## config.mk

```make
export PLATFORM = sky130hd
export DESIGN_NAME = pet_top
export DESIGN_NICKNAME = d
export VERILOG_FILES = /design/src/common/pet_pkg.sv /design/src/common/pet_tb_if.sv /design/src/core/pet_top.sv /design/src/core/pet_pulse_gen.sv /design/src/core/pet_event_cap.sv
export VERILOG_INCLUDE_DIRS = /design/src /design/src/common
export SDC_FILE = /design/constraint.sdc
export NUM_CORES = 1
export LEC_CHECK = 0
export ABC_AREA = 1
export BUFFER_PORTS_ARGS = -buffer_cell sky130_fd_sc_hd__buf_2
export CAP_MARGIN = 20
export CORE_AREA = 3 3 180 200
export CTS_BUF_LIST = sky130_fd_sc_hd__clkbuf_4 sky130_fd_sc_hd__clkbuf_8
export DETAILED_ROUTE_END_ITERATION = 10
export DIE_AREA = 0 0 183 203
export PLACE_DENSITY = 0.78
export SYNTH_ARGS = -nofsm -noshare
export SYNTH_HDL_FRONTEND = slang
export SYNTH_SLANG_ARGS = --single-unit
```

## constraint.sdc

```tcl
create_clock -name sys_clk_in -period 2.05 [get_ports sys_clk_in]
set_input_delay 0.3075 -clock sys_clk_in [delete_from_list [all_inputs] [get_ports sys_clk_in]]
set_output_delay 0.3075 -clock sys_clk_in [all_outputs]
set_load 0.02 [all_outputs]
```

## src/common/pet_defs.svh

```systemverilog
// Offsets, field positions, reset values and timing counts.
`ifndef PET_DEFS_SVH
`define PET_DEFS_SVH
`define PET_CLK_PERIOD_NS 40
`define PET_SEC_NS 1000000000
`define PET_PULSE_WIDTH_NS 10000000
`define PET_EVT_LATCH_MAX_NS 500
`define PET_TICKS_PER_SEC (`PET_SEC_NS / `PET_CLK_PERIOD_NS)
`define PET_PULSE_CYCLES (`PET_PULSE_WIDTH_NS / `PET_CLK_PERIOD_NS)
`define PET_EVT_LATCH_MAX_CYC (`PET_EVT_LATCH_MAX_NS / `PET_CLK_PERIOD_NS)
`define PET_SUB_W 25
`define PET_ADDR_W 8
`define PET_REG_CTRL 8'h00
`define PET_REG_STATUS 8'h04
`define PET_REG_SEC 8'h08
`define PET_REG_EVT_CNT 8'h0c
`define PET_REG_EVT_SEC 8'h10
`define PET_REG_EVT_SUB 8'h14
`define PET_CTRL_W 9
`define PET_CTRL_RST 9'h016
`define PET_CTRL_EVEN 0
`define PET_CTRL_TIM_EN 1
`define PET_CTRL_SAT_EN 2
`define PET_CTRL_TIM_ON_A 3
`define PET_CTRL_EVT_EN 4
`define PET_CTRL_NMEA_A 5
`define PET_CTRL_NMEA_B 6
`define PET_CTRL_SCALE_LO 7
`define PET_CTRL_SCALE_HI 8
`endif

```

## src/common/pet_pkg.sv

```systemverilog
// Types shared by the second pulse and event timing block.
package pet_pkg;
  typedef enum logic [2:0] {
    pet_k_resp = 3'h0,
    pet_k_sat = 3'h1,
    pet_k_nmea = 3'h2,
    pet_k_timing = 3'h3,
    pet_k_event = 3'h4
  } pet_kind_t;
  typedef enum logic [2:0] {
    pet_s_idle = 3'h0,
    pet_s_evt0 = 3'h1,
    pet_s_evt1 = 3'h3,
    pet_s_evt2 = 3'h2,
    pet_s_tim = 3'h6
  } pet_seq_t;
endpackage : pet_pkg

```

## src/common/pet_tb_if.sv

```systemverilog
// Timebase carried from the pulse generator to its readers.
`timescale 1ns/1ps
`include "pet_defs.svh"
interface pet_tb_if;
  logic [`PET_SUB_W-1:0] sub;
  logic [31:0] sec;
  logic tick;
  modport gen (output sub, output sec, output tick);
  modport cap (input sub, input sec, input tick);
endinterface : pet_tb_if

```

## src/core/pet_top.sv

```systemverilog
// Second pulse, event capture and serial port routing top level.
`timescale 1ns/1ps
`include "pet_defs.svh"
module pet_top #(
  parameter int unsigned TICKS_PER_SEC = `PET_TICKS_PER_SEC,
  parameter int unsigned PULSE_CYCLES = `PET_PULSE_CYCLES
) (
  input wire logic sys_clk_in, // System clock, 25 MHz.
  input wire logic sys_rst_in, // Synchronous reset, active high.
  input wire logic [`PET_ADDR_W-1:0] reg_addr_in, // Register address.
  input wire logic [31:0] reg_wdata_in, // Register write data.
  input wire logic reg_wr_in, // Write strobe.
  input wire logic reg_rd_in, // Read strobe.
  output logic [31:0] reg_rdata_out, // Read data, one cycle later.
  input wire logic survey_done_in, // Self-survey finished.
  input wire logic clock_mode_ok_in, // Over-determined clock mode.
  input wire logic align_in, // Time scale second strobe.
  output logic [1:0] time_scale_out, // Selected time scale.
  output logic second_pulse_p_out, // Second pulse, true line.
  output logic second_pulse_n_out, // Second pulse, inverted line.
  input wire logic event_in, // External event level.
  input wire logic resp_valid_in, // Command response word valid.
  input wire logic [31:0] resp_data_in, // Command response word.
  output logic resp_ready_out, // Response word taken.
  input wire logic sat_valid_in, // Satellite data word valid.
  input wire logic [31:0] sat_data_in, // Satellite data word.
  output logic sat_ready_out, // Satellite word taken.
  input wire logic nmea_valid_in, // NMEA word valid.
  input wire logic [31:0] nmea_data_in, // NMEA word.
  output logic nmea_ready_out, // NMEA word taken.
  output logic port_a_tx_valid_out, // Secondary port word valid.
  output logic [31:0] port_a_tx_data_out, // Secondary port word.
  output pet_pkg::pet_kind_t port_a_tx_kind_out, // Secondary word kind.
  input wire logic port_a_tx_ready_in, // Secondary port takes word.
  output logic port_b_tx_valid_out, // Primary port word valid.
  output logic [31:0] port_b_tx_data_out, // Primary port word.
  output pet_pkg::pet_kind_t port_b_tx_kind_out, // Primary word kind.
  input wire logic port_b_tx_ready_in, // Primary port takes word.
  input wire logic port_a_rx_valid_in, // Secondary port byte in.
  input wire logic [7:0] port_a_rx_data_in, // Secondary port byte.
  input wire logic port_b_rx_valid_in, // Primary port byte in.
  input wire logic [7:0] port_b_rx_data_in, // Primary port byte.
  output logic cmd_valid_out, // Command byte valid.
  output logic [7:0] cmd_data_out, // Command byte.
  output logic cmd_port_out // Command came from secondary port.
);
  import pet_pkg::*;

  //////////////////////////////////////////////////////////////////////////////
  // Control and status registers.

  logic [`PET_CTRL_W-1:0] ctrl;
  logic even_sel;
  logic tim_en;
  logic sat_en;
  logic tim_on_a;
  logic evt_en;
  logic nmea_a;
  logic nmea_b;
  logic pulse;
  logic pulse_q;
  logic ev_valid;
  logic [31:0] ev_count;
  logic [31:0] ev_sec;
  logic [`PET_SUB_W-1:0] ev_sub;
  logic evt_pend;
  logic tim_pend;
  logic [31:0] tim_sec;
  pet_seq_t seq;
  pet_tb_if tb ();

  // Control word; binary protocol on both ports after reset.
  always_ff @(posedge sys_clk_in)
  begin
    if (sys_rst_in)
      ctrl <= `PET_CTRL_RST;
    else if (reg_wr_in && reg_addr_in == `PET_REG_CTRL)
      ctrl <= reg_wdata_in[`PET_CTRL_W-1:0];
  end

  // Field views of the control word.
  assign even_sel = ctrl[`PET_CTRL_EVEN];
  assign tim_en = ctrl[`PET_CTRL_TIM_EN];
  assign sat_en = ctrl[`PET_CTRL_SAT_EN];
  assign tim_on_a = ctrl[`PET_CTRL_TIM_ON_A];
  assign evt_en = ctrl[`PET_CTRL_EVT_EN];
  assign nmea_a = ctrl[`PET_CTRL_NMEA_A];
  assign nmea_b = ctrl[`PET_CTRL_NMEA_B];
  assign time_scale_out = ctrl[`PET_CTRL_SCALE_HI:`PET_CTRL_SCALE_LO];

  // Read data stand for as many cycles as the read strobe; unmapped reads give zero.
  always_ff @(posedge sys_clk_in)
  begin
    if (sys_rst_in || !reg_rd_in)
      reg_rdata_out <= 32'h0;
    else
    begin
      unique case (reg_addr_in)
        `PET_REG_CTRL: reg_rdata_out <= 32'(ctrl);
        `PET_REG_STATUS: reg_rdata_out <= {27'h0, seq != pet_s_idle,
          evt_pend, pulse, clock_mode_ok_in, survey_done_in};
        `PET_REG_SEC: reg_rdata_out <= tb.sec;
        `PET_REG_EVT_CNT: reg_rdata_out <= ev_count;
        `PET_REG_EVT_SEC: reg_rdata_out <= ev_sec;
        `PET_REG_EVT_SUB: reg_rdata_out <= 32'(ev_sub);
        default: reg_rdata_out <= 32'h0;
      endcase
    end
  end

  //////////////////////////////////////////////////////////////////////////////
  // Second pulse and event capture.

  pet_pulse_gen #(
    .TICKS_PER_SEC(TICKS_PER_SEC),
    .PULSE_CYCLES(PULSE_CYCLES)
  ) u_pulse (
    .sys_clk_in(sys_clk_in),
    .sys_rst_in(sys_rst_in),
    .align_in(align_in),
    .en_in(clock_mode_ok_in),
    .even_in(even_sel),
    .tb(tb.gen),
    .pulse_out(pulse)
  );

  // Differential pair; the inverted line idles high.
  assign second_pulse_p_out = pulse;
  assign second_pulse_n_out = ~pulse;

  pet_event_cap u_event (
    .sys_clk_in(sys_clk_in),
    .sys_rst_in(sys_rst_in),
    .event_in(event_in),
    .enable_in(evt_en),
    .tb(tb.cap),
    .valid_out(ev_valid),
    .count_out(ev_count),
    .sec_out(ev_sec),
    .sub_out(ev_sub)
  );

  //////////////////////////////////////////////////////////////////////////////
  // Report sequencer: event reports and timing reports.

  logic rep_valid;
  logic rep_ready;
  logic [31:0] rep_data;
  pet_kind_t rep_kind;
  logic take_evt;
  logic take_tim;

  assign take_evt = (seq == pet_s_idle) && evt_pend;
  assign take_tim = (seq == pet_s_idle) && !evt_pend && tim_pend;

  // Pending flags; a new request wins over its own clear.
  always_ff @(posedge sys_clk_in)
  begin
    if (sys_rst_in)
    begin
      pulse_q <= 1'b0;
      evt_pend <= 1'b0;
      tim_pend <= 1'b0;
      tim_sec <= 32'h0;
    end
    else
    begin
      pulse_q <= pulse;
      evt_pend <= ev_valid || (evt_pend && !take_evt);
      if (pulse && !pulse_q && survey_done_in && tim_en)
      begin
        tim_pend <= 1'b1;
        tim_sec <= tb.sec;
      end
      else if (take_tim)
        tim_pend <= 1'b0;
    end
  end

  // One report at a time; words advance as the chosen port takes them.
  always_ff @(posedge sys_clk_in)
  begin
    if (sys_rst_in)
      seq <= pet_s_idle;
    else
    begin
      unique case (seq)
        pet_s_idle:
          if (take_evt)
            seq <= pet_s_evt0;
          else if (take_tim)
            seq <= pet_s_tim;
        pet_s_evt0:
          if (rep_ready)
            seq <= pet_s_evt1;
        pet_s_evt1:
          if (rep_ready)
            seq <= pet_s_evt2;
        pet_s_evt2:
          if (rep_ready)
            seq <= pet_s_idle;
        pet_s_tim:
          if (rep_ready)
            seq <= pet_s_idle;
        default:
          seq <= pet_s_idle;
      endcase
    end
  end

  // Report word for the current step.
  always_comb
  begin
    rep_valid = (seq != pet_s_idle);
    rep_kind = pet_k_event;
    rep_data = 32'h0;
    unique case (seq)
      pet_s_evt0: rep_data = ev_count;
      pet_s_evt1: rep_data = ev_sec;
      pet_s_evt2: rep_data = 32'(ev_sub);
      pet_s_tim:
      begin
        rep_kind = pet_k_timing;
        rep_data = tim_sec;
      end
      default: rep_data = 32'h0;
    endcase
  end

  //////////////////////////////////////////////////////////////////////////////
  // Transmit routing. Sources: 0 response, 1 satellite, 2 NMEA, 3 report.

  logic [3:0] src_valid;
  logic [3:0] src_ready;
  logic [31:0] src_data [4];
  pet_kind_t src_kind [4];
  logic [3:0] allow [2];
  logic [3:0] req [2];
  logic [1:0] sel [2];
  logic load [2];
  logic tx_valid [2];
  logic tx_ready [2];
  logic [31:0] tx_data [2];
  pet_kind_t tx_kind [2];
  logic rep_to_a;

  // Reports ahead of responses, then satellite data, then NMEA.
  function automatic logic [1:0] pet_pick(input logic [3:0] r);
    if (r[3])
      pet_pick = 2'h3;
    else if (r[0])
      pet_pick = 2'h0;
    else if (r[1])
      pet_pick = 2'h1;
    else
      pet_pick = 2'h2;
  endfunction : pet_pick

  assign src_valid = {rep_valid, nmea_valid_in, sat_valid_in, resp_valid_in};
  assign src_data[0] = resp_data_in;
  assign src_data[1] = sat_data_in;
  assign src_data[2] = nmea_data_in;
  assign src_data[3] = rep_data;
  assign src_kind[0] = pet_k_resp;
  assign src_kind[1] = pet_k_sat;
  assign src_kind[2] = pet_k_nmea;
  assign src_kind[3] = rep_kind;

  // Secondary port carries reports or NMEA only, never responses.
  assign rep_to_a = tim_on_a && !nmea_a;
  assign allow[0] = {rep_to_a, nmea_a, 2'b00};
  // Primary port: binary traffic, or NMEA alone when so configured.
  assign allow[1] = {!rep_to_a && !nmea_b, !nmea_a && nmea_b,
    sat_en && !nmea_b, !nmea_b};

  assign tx_ready[0] = port_a_tx_ready_in;
  assign tx_ready[1] = port_b_tx_ready_in;

  // One output word register per port.
  for (genvar p = 0; p < 2; p++)
  begin : g_port
    assign req[p] = src_valid & allow[p];
    assign sel[p] = pet_pick(req[p]);
    assign load[p] = (|req[p]) && (!tx_valid[p] || tx_ready[p]);
    always_ff @(posedge sys_clk_in)
    begin
      if (sys_rst_in)
      begin
        tx_valid[p] <= 1'b0;
        tx_data[p] <= 32'h0;
        tx_kind[p] <= pet_k_resp;
      end
      else if (load[p])
      begin
        tx_valid[p] <= 1'b1;
        tx_data[p] <= src_data[sel[p]];
        tx_kind[p] <= src_kind[sel[p]];
      end
      else if (tx_ready[p])
        tx_valid[p] <= 1'b0;
    end
  end

  // A source no port may carry is drained so it never stalls upstream.
  always_comb
  begin
    for (int s = 0; s < 4; s++)
    begin
      src_ready[s] = !(allow[0][s] || allow[1][s]);
      for (int p = 0; p < 2; p++)
        if (load[p] && sel[p] == 2'(s))
          src_ready[s] = 1'b1;
    end
  end

  assign resp_ready_out = src_ready[0];
  assign sat_ready_out = src_ready[1];
  assign nmea_ready_out = src_ready[2];
  assign rep_ready = src_ready[3];
  assign port_a_tx_valid_out = tx_valid[0];
  assign port_a_tx_data_out = tx_data[0];
  assign port_a_tx_kind_out = tx_kind[0];
  assign port_b_tx_valid_out = tx_valid[1];
  assign port_b_tx_data_out = tx_data[1];
  assign port_b_tx_kind_out = tx_kind[1];

  //////////////////////////////////////////////////////////////////////////////
  // Command receive. NMEA ports take no input; events close port A.

  logic rx_en_a;
  logic rx_en_b;
  assign rx_en_a = !nmea_a && !evt_en;
  assign rx_en_b = !nmea_b;

  // Primary port wins when both deliver a byte in one cycle.
  always_ff @(posedge sys_clk_in)
  begin
    if (sys_rst_in)
    begin
      cmd_valid_out <= 1'b0;
      cmd_data_out <= 8'h00;
      cmd_port_out <= 1'b0;
    end
    else
    begin
      cmd_valid_out <= (port_b_rx_valid_in && rx_en_b) ||
        (port_a_rx_valid_in && rx_en_a);
      if (port_b_rx_valid_in && rx_en_b)
      begin
        cmd_data_out <= port_b_rx_data_in;
        cmd_port_out <= 1'b0;
      end
      else if (port_a_rx_valid_in && rx_en_a)
      begin
        cmd_data_out <= port_a_rx_data_in;
        cmd_port_out <= 1'b1;
      end
    end
  end
endmodule : pet_top

```

## src/core/pet_pulse_gen.sv

```systemverilog
// Free-running timebase and the once-per-second pulse.
`timescale 1ns/1ps
`include "pet_defs.svh"
module pet_pulse_gen #(
  parameter int unsigned TICKS_PER_SEC = `PET_TICKS_PER_SEC,
  parameter int unsigned PULSE_CYCLES = `PET_PULSE_CYCLES
) (
  input wire logic sys_clk_in, // System clock.
  input wire logic sys_rst_in, // Synchronous reset.
  input wire logic align_in, // Time scale second boundary strobe.
  input wire logic en_in, // Clock mode allows pulses.
  input wire logic even_in, // Even seconds only.
  pet_tb_if.gen tb, // Timebase out.
  output logic pulse_out // Second pulse level.
);
  import pet_pkg::*;
  localparam logic [`PET_SUB_W-1:0] LAST = `PET_SUB_W'(TICKS_PER_SEC - 1);
  localparam logic [`PET_SUB_W-1:0] WLAST = `PET_SUB_W'(PULSE_CYCLES - 1);
  logic [`PET_SUB_W-1:0] width_cnt;
  logic [`PET_SUB_W-1:0] hi_cnt;
  // A new second starts after the last tick or on an alignment strobe.
  assign tb.tick = align_in || (tb.sub == LAST);
  // Sub-second and second counters.
  always_ff @(posedge sys_clk_in)
  begin
    if (sys_rst_in || tb.tick)
      tb.sub <= '0;
    else
      tb.sub <= tb.sub + 1'b1;
    if (sys_rst_in)
      tb.sec <= 32'h0;
    else if (tb.tick)
      tb.sec <= tb.sec + 32'h1;
  end
  // Leading edge on the second boundary, held for the pulse width.
  always_ff @(posedge sys_clk_in)
  begin
    if (sys_rst_in)
    begin
      pulse_out <= 1'b0;
      width_cnt <= '0;
    end
    else if (tb.tick && en_in && (!even_in || tb.sec[0]))
    begin
      pulse_out <= 1'b1;
      width_cnt <= WLAST;
    end
    else if (width_cnt != '0)
      width_cnt <= width_cnt - 1'b1;
    else
      pulse_out <= 1'b0;
  end
  // Length of the current high phase, for checking only.
  always_ff @(posedge sys_clk_in)
    hi_cnt <= (sys_rst_in || !pulse_out) ? '0 : hi_cnt + 1'b1;
endmodule : pet_pulse_gen

```

## src/core/pet_event_cap.sv

```systemverilog
// Event input synchroniser, edge detector, timestamp and counter.
`timescale 1ns/1ps
`include "pet_defs.svh"
module pet_event_cap (
  input wire logic sys_clk_in, // System clock.
  input wire logic sys_rst_in, // Synchronous reset.
  input wire logic event_in, // External event level.
  input wire logic enable_in, // Event capture enabled.
  pet_tb_if.cap tb, // Timebase in.
  output logic valid_out, // One-cycle capture pulse.
  output logic [31:0] count_out, // Events so far.
  output logic [31:0] sec_out, // Captured seconds.
  output logic [`PET_SUB_W-1:0] sub_out // Captured sub-second ticks.
);
  import pet_pkg::*;
  localparam int LAT_MAX = `PET_EVT_LATCH_MAX_CYC;
  logic sync1;
  logic sync2;
  logic sync3;
  logic rise;
  // Two-stage synchroniser, then a delayed copy for the edge.
  always_ff @(posedge sys_clk_in)
  begin
    sync1 <= sys_rst_in ? 1'b0 : event_in;
    sync2 <= sys_rst_in ? 1'b0 : sync1;
    sync3 <= sys_rst_in ? 1'b0 : sync2;
  end
  assign rise = sync2 && !sync3 && enable_in;
  // Timestamp and count are caught on the detected edge.
  always_ff @(posedge sys_clk_in)
  begin
    if (sys_rst_in)
    begin
      valid_out <= 1'b0;
      count_out <= 32'h0;
      sec_out <= 32'h0;
      sub_out <= '0;
    end
    else
    begin
      valid_out <= rise;
      if (rise)
      begin
        count_out <= count_out + 32'h1;
        sec_out <= tb.sec;
        sub_out <= tb.sub;
      end
    end
  end
endmodule : pet_event_cap

```

==> results of run 1 <==
-- path summary, 6_finish.rpt --
path | start | endpoint | slack, ns | depth (start not counted)
min reg2reg | u_event.sync1$_SDFF_PP0_ | u_event.sync2$_SDFF_PP0_ | 0.41 | 2
max | ctrl[5]$_SDFFE_PP0P_ | resp_ready_out | -0.16 | 9
max reg2reg | seq[1]$_SDFFE_PP0P_ | tx_data[1][6]$_SDFFCE_PN0P_ | 0.06 | 11
min | reg_wdata_in[6] | ctrl[6]$_SDFFE_PP0P_ | 0.03 | 3
-- sequential cells by signal, indices dropped and copies added, names as in the netlist, 6 cells and up --
register           cells
ctrl                   9
u_event.count_out     32
u_event.sec_out       32
u_event.sub_out       25
reg_rdata_out         32
tim_sec               32
u_pulse.tb.sec        32
tx_kind                6
tx_data               64
u_pulse.tb.sub        25
u_pulse.width_cnt     25
cmd_data_out           8
-- per-stage QoR --
step / hold slack (ns) / cell area [sq um]
6_report: 0.0330 / 20900
5_1_grt: 0.0224 / 20900
4_1_cts: 0.00462 / 20800
3_5_place_dp: 0.404 / 19200
3_3_place_gp: 0.396 / 19200
2_1_floorplan: 0.388 / 17000
-- Yosys cell counts (3+ instances only) --
cell	instances	share of area (%)
buf_1	10	0.22
xnor2_1	9	0.46
buf_4	11	0.49
nand2_1	648	14
nand2_2	4	0.15
clkbuf_2	3	0.088
edfxtp_1	72	13
o22ai_1	58	2.1
a21oi_2	10	0.52
buf_6	3	0.20
nor2_1	365	8.1
o21ai_1	7	0.21
xor2_1	20	1.0
inv_2	12	0.26
a31oi_1	12	0.44
buf_2	34	1.0
ha_1	4	0.29
dfxtp_1	265	31
clkbuf_1	50	1.1
inv_1	245	5.4
a21oi_1	208	6.1
nor2_4	4	0.26
nand3_1	100	2.9
nand3b_1	5	0.22
nand4_1	15	0.55
o211ai_1	12	0.53
or2_2	9	0.33
nor2_2	7	0.26
a211oi_1	8	0.35
o21ai_0	218	6.4
nor3_1	26	0.77
-- where the power goes --
part           internal [W]  switching, W  total [W]
Combinational       0.00236       0.00425    0.00661
Sequential          0.00739      0.000253    0.00765
Clock               0.00341       0.00275    0.00616
-- metal layers --
metal / global-route usage, % / part of all wire [%]
met1: 37.5 / 38
met2: 50.4 / 46
met3: 5.02 / 9.4
met4: 19.5 / 6.9
met5: 0 / 0
-- tightest hold or removal path, delay by kind of cell --
family	cells	cell delay [ns]
AOI/OAI and AO/OA	2	0.20
buffers and inverters	1	0.08
-- logic make-up (layout without fill, tap and decap cells) --
| kind of cell | after synthesis | count (layout) | share of synthesized area (%) |
|---|---|---|---|
| adders and majority gates | 4 | 4 | 0.294 |
| buffers and inverters | 370 | 756 | 8.82 |
| DFF | 337 | 337 | 43.9 |
| AOI/OAI and AO/OA | 539 | 539 | 17.1 |
| and+or+nand+nor | 1191 | 1192 | 28.4 |
| xor gates and xnor gates | 29 | 29 | 1.49 |
-- layout make-up --
| type | count | area [sq um] |
|---|---|---|
| inverter | 259 | 983 |
| clock buffer | 78 | 1000 |
| clock inverter | 22 | 156 |
| sequential | 337 | 7480 |
| fill | 3110 | 13200 |
| timing repair buffer | 397 | 2620 |
| tap | 438 | 548 |
| multi-input combinational | 1764 | 8150 |
-- repair_timing --
item / 4_1_cts / 5_1_grt
hold endpoints to repair: 16 / 0
hold buffers: 24 / 0
pin swaps: 8 / 11
gates resized for setup: 29 / 18
gates cloned: 1 / 1
setup buffers: 14 / 8
setup endpoints to repair: 3 / 54
==> impl.org, run 1 <==
** GRT
- The initial antenna violation count came to 0.
- Via count of the first global-routing pass :: 17500
- Entering global routing, the biggest net connects between 90 and 100 pins.
- The first global-routing pass estimated 91300 um of wire.
- The total overflow left after global routing is 0.
- Total routing resource utilization after global routing :: 30.7%

** Clock network
- Buffers inserted during clock tree synthesis total between 50 and 60.
- Clk_lat worst skew :: 0.61 ns
- The tree is rooted in a clkbuf_8.
- TritonCTS built the clock tree.
- No sink is reached through more buffers than the 3 on the longest clock path.
- Clock transition time at the flip-flop clock pins of the worst setup and hold paths :: 0.06 ns
- The H-tree was split into 2 levels.
- CTS Sinks :: 337

** Die
- Placement Rows :: 71
- Placeable core region :: 34100 sq um
- Number of top-level pins :: ~290
- Measured along the x axis, the die boundary spans 183 um.
- Height of the die :: 203 um
- Die area :: 37100 sq um
- The initial utilization of the core area, before any placement, comes to 49.8%.

** Placement
- IO buf count :: 264
- After detailed placement, the design holds a cell count of 3147.
- OpenSTA, run right after detailed placement, puts the worst setup slack at just under 0.08 ns.
- Once detailed placement completed, the half-perimeter wirelength came to between 40000 and 50000 um.
- At the end of routability-driven placement, the weighted congestion stood at 0.974.

** Final layout
- 0 antenna diodes ended up in the layout.
- Commonest cells after routing, fill and taps aside :: nand2_1 (640), nor2_1 (363), buf_2 (261), dfxtp_1 (255), inv_1 (245)
- Relative to the synthesized area, the layout overhead comes to 23.2%.
- Layout cell share with drive strength beyond 1 :: 19.1%
- The final layout contains 2984 nets.
- Most common library cell in the layout ignoring fill and taps :: nand2_1
- Number of cells in the finished layout apart from fillers :: 3295
- Cells fill 61.4% of the core in the end.

** Timing
- Max-slew headroom :: 56.9%
- Slew at the pin closest to its max-slew limit :: ~0.65 ns
- Timing would allow up to 0.452 GHz.
- Setup violations remaining at the end of the flow were counted as 3.
- Of the available clock period, the critical path in the final layout requires 108%.
- Clock tree skew after final layout :: 0.0213 ns
- PnR worst setup slack :: -0.164 ns
- Setup repair after global routing could not meet its margin everywhere.
- Hold Vio Cnt, Final :: 0
- Number of slew-limit violations in the final report :: 0
- Summed over all failing endpoints, the final setup total negative slack is -0.358 ns.
- Crit path time final :: 2.21 ns

** Yosys
- Net count after synthesis :: approximately 2600
- Proportion of synthesized flip-flops having asynchronous set or reset :: 0%
- For this run, the number of Yosys warnings is 0.
- Sequential-to-total area share from yosys stat :: 43.9%
- Flops & latches, synth :: 337
- Among all flip-flop cells after synthesis, the most frequent one is dfxtp_1.
- The number of different library cells used by synthesis comes to 44.
- The synthesized design contains 72 enable-type register cells.
- Count of mapped cells out of synthesis :: 2470
- The average instance in the mapped netlist occupies between 6 and 7 sq um.
- Post-Synthesis Cell Area :: 17000 sq um

** Worst setup path
- Buffer and inverter count on the worst path :: 2
- STA classifies the critical path endpoint as a primary output.
- The slowest stage of the critical path belongs to the cell dfxtp_2.
- STA puts the critical path data arrival time at 1.91 ns.
- The critical path is of the flip-flop to primary output type.
- Traced cell by cell, the critical path runs through inv_2 > nand2_4 > nand2_2 > nor2_4 > nor2_4 > o31ai_4 > nand2_2 > o21ai_2 > buf_6.
- At the worst endpoint, the required time is 1.74 ns.
- On the worst path, the slowest cell contributes a delay of ~0.36 ns.
- Along the worst path, the maximum fanout reaches 4.
- Sort of element at the start of the critical path :: flip-flop
- In this design, the largest share of critical-path delay is due to simple AND/OR/NAND/NOR gates.

** Route
- In the final routed layout, each cell accounts on average for 18.0 um.
- In the routed design, unresolved DRC markers number 0.
- The routed layout has 18400 vias.
- Post-detailed-route count of antenna-violating nets :: 0
- In the routed layout, each cell is associated on average with a via count of 5.58.
- Summed over all layers, the routed wires come to 59200 um.
- For this block, the initial DRC count from the detailed router was 1896.
- The first TritonRoute pass finished after 6 iterations.

** Power
- Summed over all cells, the static leakage comes to 8.86 nW.
- The completed layout was analyzed and its total power is slightly above 0.02 W.
- Power per cell area :: around 970 nW/um^2
- IR analysis of the VDD net gives a maximum drop of 0.654 mV.

** Status
- Violated checks :: setup timing
- The run finished, with violations left.

** Min path
- Hold Crit Class :: primary input to flip-flop

** Job
- Max-cap violations in this run came to 0.
Note: power is estimated with default switching activity, not from simulation.
==> run 2, diff against run 1 <==
--- a/config.mk
+++ b/config.mk
@@ -13,7 +13,7 @@
 export CTS_BUF_LIST = sky130_fd_sc_hd__clkbuf_4 sky130_fd_sc_hd__clkbuf_8
 export DETAILED_ROUTE_END_ITERATION = 10
 export DIE_AREA = 0 0 183 203
-export PLACE_DENSITY = 0.78
+export PLACE_DENSITY = 0.77
 export SYNTH_ARGS = -nofsm -noshare
 export SYNTH_HDL_FRONTEND = slang
 export SYNTH_SLANG_ARGS = --single-unit
==> run 2 against run 1 <==
Effect of this change:
- the flow still finishes with violations (setup timing)
- first-iteration DRC count shrank 9.5%
- global-route usage shrank 0.73 points
- sequential share of layout area shrank 0.094 points
- final cell count grew 0.21%
- die area is the same
- clock power grew 1%
- clock skew grew 0.024 ns
- fmax grew 2.1%
- hold slack gained 0.015 ns
- total power shrank 1.5%
- sequential cell count is the same
==> impl.org, run 2 (same netlist as run 1, synthesis figures left out) <==
** Final layout
- The final-stage net count was 2991 (was 2984).
- Fin util :: 61.6% (was 61.4%)
- The area of all placed cells without fillers is 21000 sq um (was 20900 sq um).
- Layout cell share with drive strength beyond 1 :: 19.3% (was 19.1%)
- Commonest cells after routing, fill and taps aside :: nand2_1 (642), nor2_1 (363), buf_2 (261), dfxtp_1 (258), inv_1 (244) (was nand2_1 (640), nor2_1 (363), buf_2 (261), dfxtp_1 (255), inv_1 (245))
- The count of inserted antenna diode cells was 0 (unchanged).
- The area added between synthesis and finish was 23.6% (was 23.2%).
- The most common cell after layout, fill and taps aside is nand2_1 (unchanged).
- The flip-flop count of the largest register after layout was 64 (unchanged).
- Register ranked first by flip-flop count :: tx_data (unchanged)
- The count of filler cells inserted in the layout is 3003 (was 3110).

** Worst setup path
- The start of the worst register-to-register path is seq[2]$_SDFFE_PP0P_ (was seq[1]$_SDFFE_PP0P_).
- Crit. End Element :: primary output (unchanged)
- The cell that appears most often on the critical path is nand3_2.
- Kind of cell with the highest combined delay on the critical path :: simple AND/OR/NAND/NOR gates (unchanged)
- The endpoint required time on the critical path was 1.74 ns (about the same).
- Sort of element at the start of the critical path :: flip-flop (unchanged)
- The biggest fanout along the worst timing path came to 8 (was 4).
- Critical Path Max Stage Delay :: 0.38 ns (was 0.36 ns)
- The kind of critical path is flip-flop to primary output (unchanged).
- Arrival time of the worst setup path :: 1.86 ns (was 1.91 ns)
- The critical-path cell with the highest stage delay is dfxtp_4 (was dfxtp_2).
- The critical path startpoint was ctrl[6]$_SDFFE_PP0P_ (was ctrl[5]$_SDFFE_PP0P_).
- Cell-by-cell trace of the critical path: clkinv_8 > nand2_1 > nand2_4 > nor2_4 > o31ai_4 > nand3_2 > nand3_2 > buf_6 (was inv_2 > nand2_4 > nand2_2 > nor2_4 > nor2_4 > o31ai_4 > nand2_2 > o21ai_2 > buf_6).
- The count of buffer and inverter cells on the critical path is 2 (unchanged).

** Timing
- Max-slew headroom :: 50.0% (was 56.9%)
- The final worst setup slack came to -0.120 ns (was -0.164 ns).
- Number of slew-limit violations in the final report :: 0 (unchanged)
- The slew at the pin closest to its max-slew limit is 0.750 ns (was 0.647 ns).
- The fraction of the cycle the final worst path needs is 106% (was 108%).
- The maximum clock frequency came to 0.461 GHz (was 0.452 GHz).
- Hold Vio Cnt, Final :: 0 (unchanged)
- Clock tree skew after final layout :: 0.0449 ns (was 0.0213 ns)
- Count of final setup violators :: 3 (unchanged)
- The minimum clock period came to 2.17 ns (was 2.21 ns).
- RSZ-0062 raised after global routing :: yes (unchanged)

** Placement
- IO buf count :: 264 (unchanged)
- The placement-stage cell area is 19200 sq um (about the same).
- The detailed-placement wirelength estimate was 41800 um (about the same).
- The weighted congestion at the end of routability-driven global placement is 0.952 (was 0.974).
- Worst slack after detailed placement :: 0.0893 ns (was 0.0791 ns)

** Status
- Violated checks: setup timing (unchanged).
- Run status :: finished with violations (unchanged)

** Die
- The boundary pin count came to 288 (unchanged).
- Die area :: 37100 sq um (unchanged)
- Placeable core region :: 34100 sq um (unchanged)
- Placement Rows :: 71 (unchanged)
- Width of the chip :: 183 um (unchanged)
- Starting Density :: 49.8% (unchanged)
- Height of the die :: 203 um (unchanged)

** Power
- Worst IR Drop VDD :: 0.918 mV (was 0.654 mV)
- The internal cell power was 0.0130 W (was 0.0132 W).
- Proportion of power drawn by combinational gates :: 31.2% (was 32.4%)
- Clk pwr share :: 30.9% (was 30.2%)
- The net switching component of the power is 0.00710 W (was 0.00725 W).
- The leakage power figure came to 8.90 nW (was 8.86 nW).
- The fraction of power spent switching nets is 35.3% (was 35.5%).
- Tot Pwr :: 0.0201 W (was 0.0204 W)
- Power per cell area :: 957 nW/um^2 (was 974 nW/um^2)
- Part of the power in registers :: 37.9% (was 37.5%)

** Min path
- The class of the tightest hold or removal check is primary input to flip-flop (unchanged).
- HP Start :: nmea_data_in[24] (was reg_wdata_in[6])

** Route
- The detailed-router iteration count before antenna repair came to 9 (was 6).
- The uppermost metal layer occupied by signal nets is met4 (unchanged).
- Remaining routing DRC violations :: 0 (unchanged)
- The wire length per cell came to 17.6 um (was 18.0 um).
- DRC violation total after the first TritonRoute iteration :: 1716 (was 1896)
- Vias per inst :: 5.54 (was 5.58)
- Via total after detailed routing :: 18300 (was 18400)
- Total routed wirelength :: 58000 um (was 59200 um)
- The met3 wire length is 5650 um (was 5580 um).
- Met2 routed WL :: 27000 um (was 27300 um)
- Post-detailed-route count of antenna-violating nets :: 0 (unchanged)
- Post-Route M1 WL :: 22100 um (was 22300 um)

** Clock network
- CTS tree :: built (unchanged)
- Clk Tree Root Cell :: clkbuf_8 (unchanged)
- Number of buffers added by the clock tree synthesis step :: 55 (was 54)
- Clock transition time at the flip-flop clock pins of the worst setup and hold paths :: 0.06 ns (about the same)
- The number of clock sinks is 337 (unchanged).
- Maximum buffer depth of the clock tree :: 3 (unchanged)
- Clk_lat worst skew :: 0.65 ns (was 0.61 ns)
- The number of H-tree branching levels was 2 (unchanged).

** GRT
- The total global-route track usage was 29.9% (was 30.7%).
- The maximum number of pins on one net before global-route repair is 101 (was 96).
- The global route total overflow is 0 (unchanged).
- Via count of the first global-routing pass :: 16900 (was 17500)
- The wire length of the first global-routing pass came to 89000 um (was 91300 um).
- The initial antenna violation count came to 0 (unchanged).

** Job
- The number of max-capacitance violations reported came to 0 (unchanged).
[run 2: what timing repair did]
| item | in CTS | in global routing |
|---|---|---|
| hold buffers | 28 | 0 |
| pin swaps | 10 | 13 |
| hold endpoints to repair | 20 | 0 |
| endpoints found under the setup margin | 3 | 7 |
| cloned | 0 | 0 |
| resized for setup | 31 | 20 |
| buffers inserted | 11 | 8 |
[run 2: final timing paths]
kind / endpoint / slack, ns / depth (start not counted)
worst max-delay path: sat_ready_out / -0.12 / 8
worst max register to register: tx_data[1][19]$_SDFFCE_PN0P_ / 0.12 / 11
worst min register to register: u_event.sync2$_SDFF_PP0_ / 0.41 / 2
worst min-delay path: tx_data[0][24]$_SDFFCE_PP0P_ / 0.05 / 3
[run 2: power groups by stage]
| stage | clock [W] | combinational [W] | sequential, W |
|---|---|---|---|
| after global placement | 0 | 0.00556 | 0.00772 |
| after floorplan | 0 | 0.00362 | 0.00811 |
| after global routing | 0.00662 | 0.00694 | 0.00766 |
| after detailed placement | 0 | 0.00570 | 0.00774 |
| after CTS | 0.00626 | 0.00603 | 0.00761 |
| final | 0.00622 | 0.00627 | 0.00762 |
[run 2: layout make-up]
| cell class | instances | area [sq um] | area share (%) |
|---|---|---|---|
| clock buffer | 93 | 1120 | 5.35 |
| clock inverter | 8 | 52.6 | 0.250 |
| timing repair buffer | 404 | 2640 | 12.6 |
| tap | 438 | 548 | 2.61 |
| inverter | 259 | 996 | 4.74 |
| multi-input combinational | 1763 | 8160 | 38.9 |
| sequential | 337 | 7490 | 35.6 |
[run 2: per-stage QoR]
step / setup TNS (ns) / instances / hold WS, ns
detailed placement: 0 / 3154 / 0.402
global placement: 0 / 3154 / 0.393
global route: -0.496 / 3302 / 0.0474
floorplan: -0.0326 / 2470 / 0.388
finish: -0.318 / 3302 / 0.0485
CTS: -0.365 / 3294 / 0.0263
[run 2: per-layer routing]
metal	vias to the layer above	GRT usage, %
met5	-	0
met2	1037	50.1
li1	8730	-
met3	198	5.14
met4	0	15.6
met1	8335	37.1
[run 2: tightest hold or removal path, stage by stage]
cell	delay, ns
buf_2	0.09
o21ai_1	0.06
a21oi_1	0.11
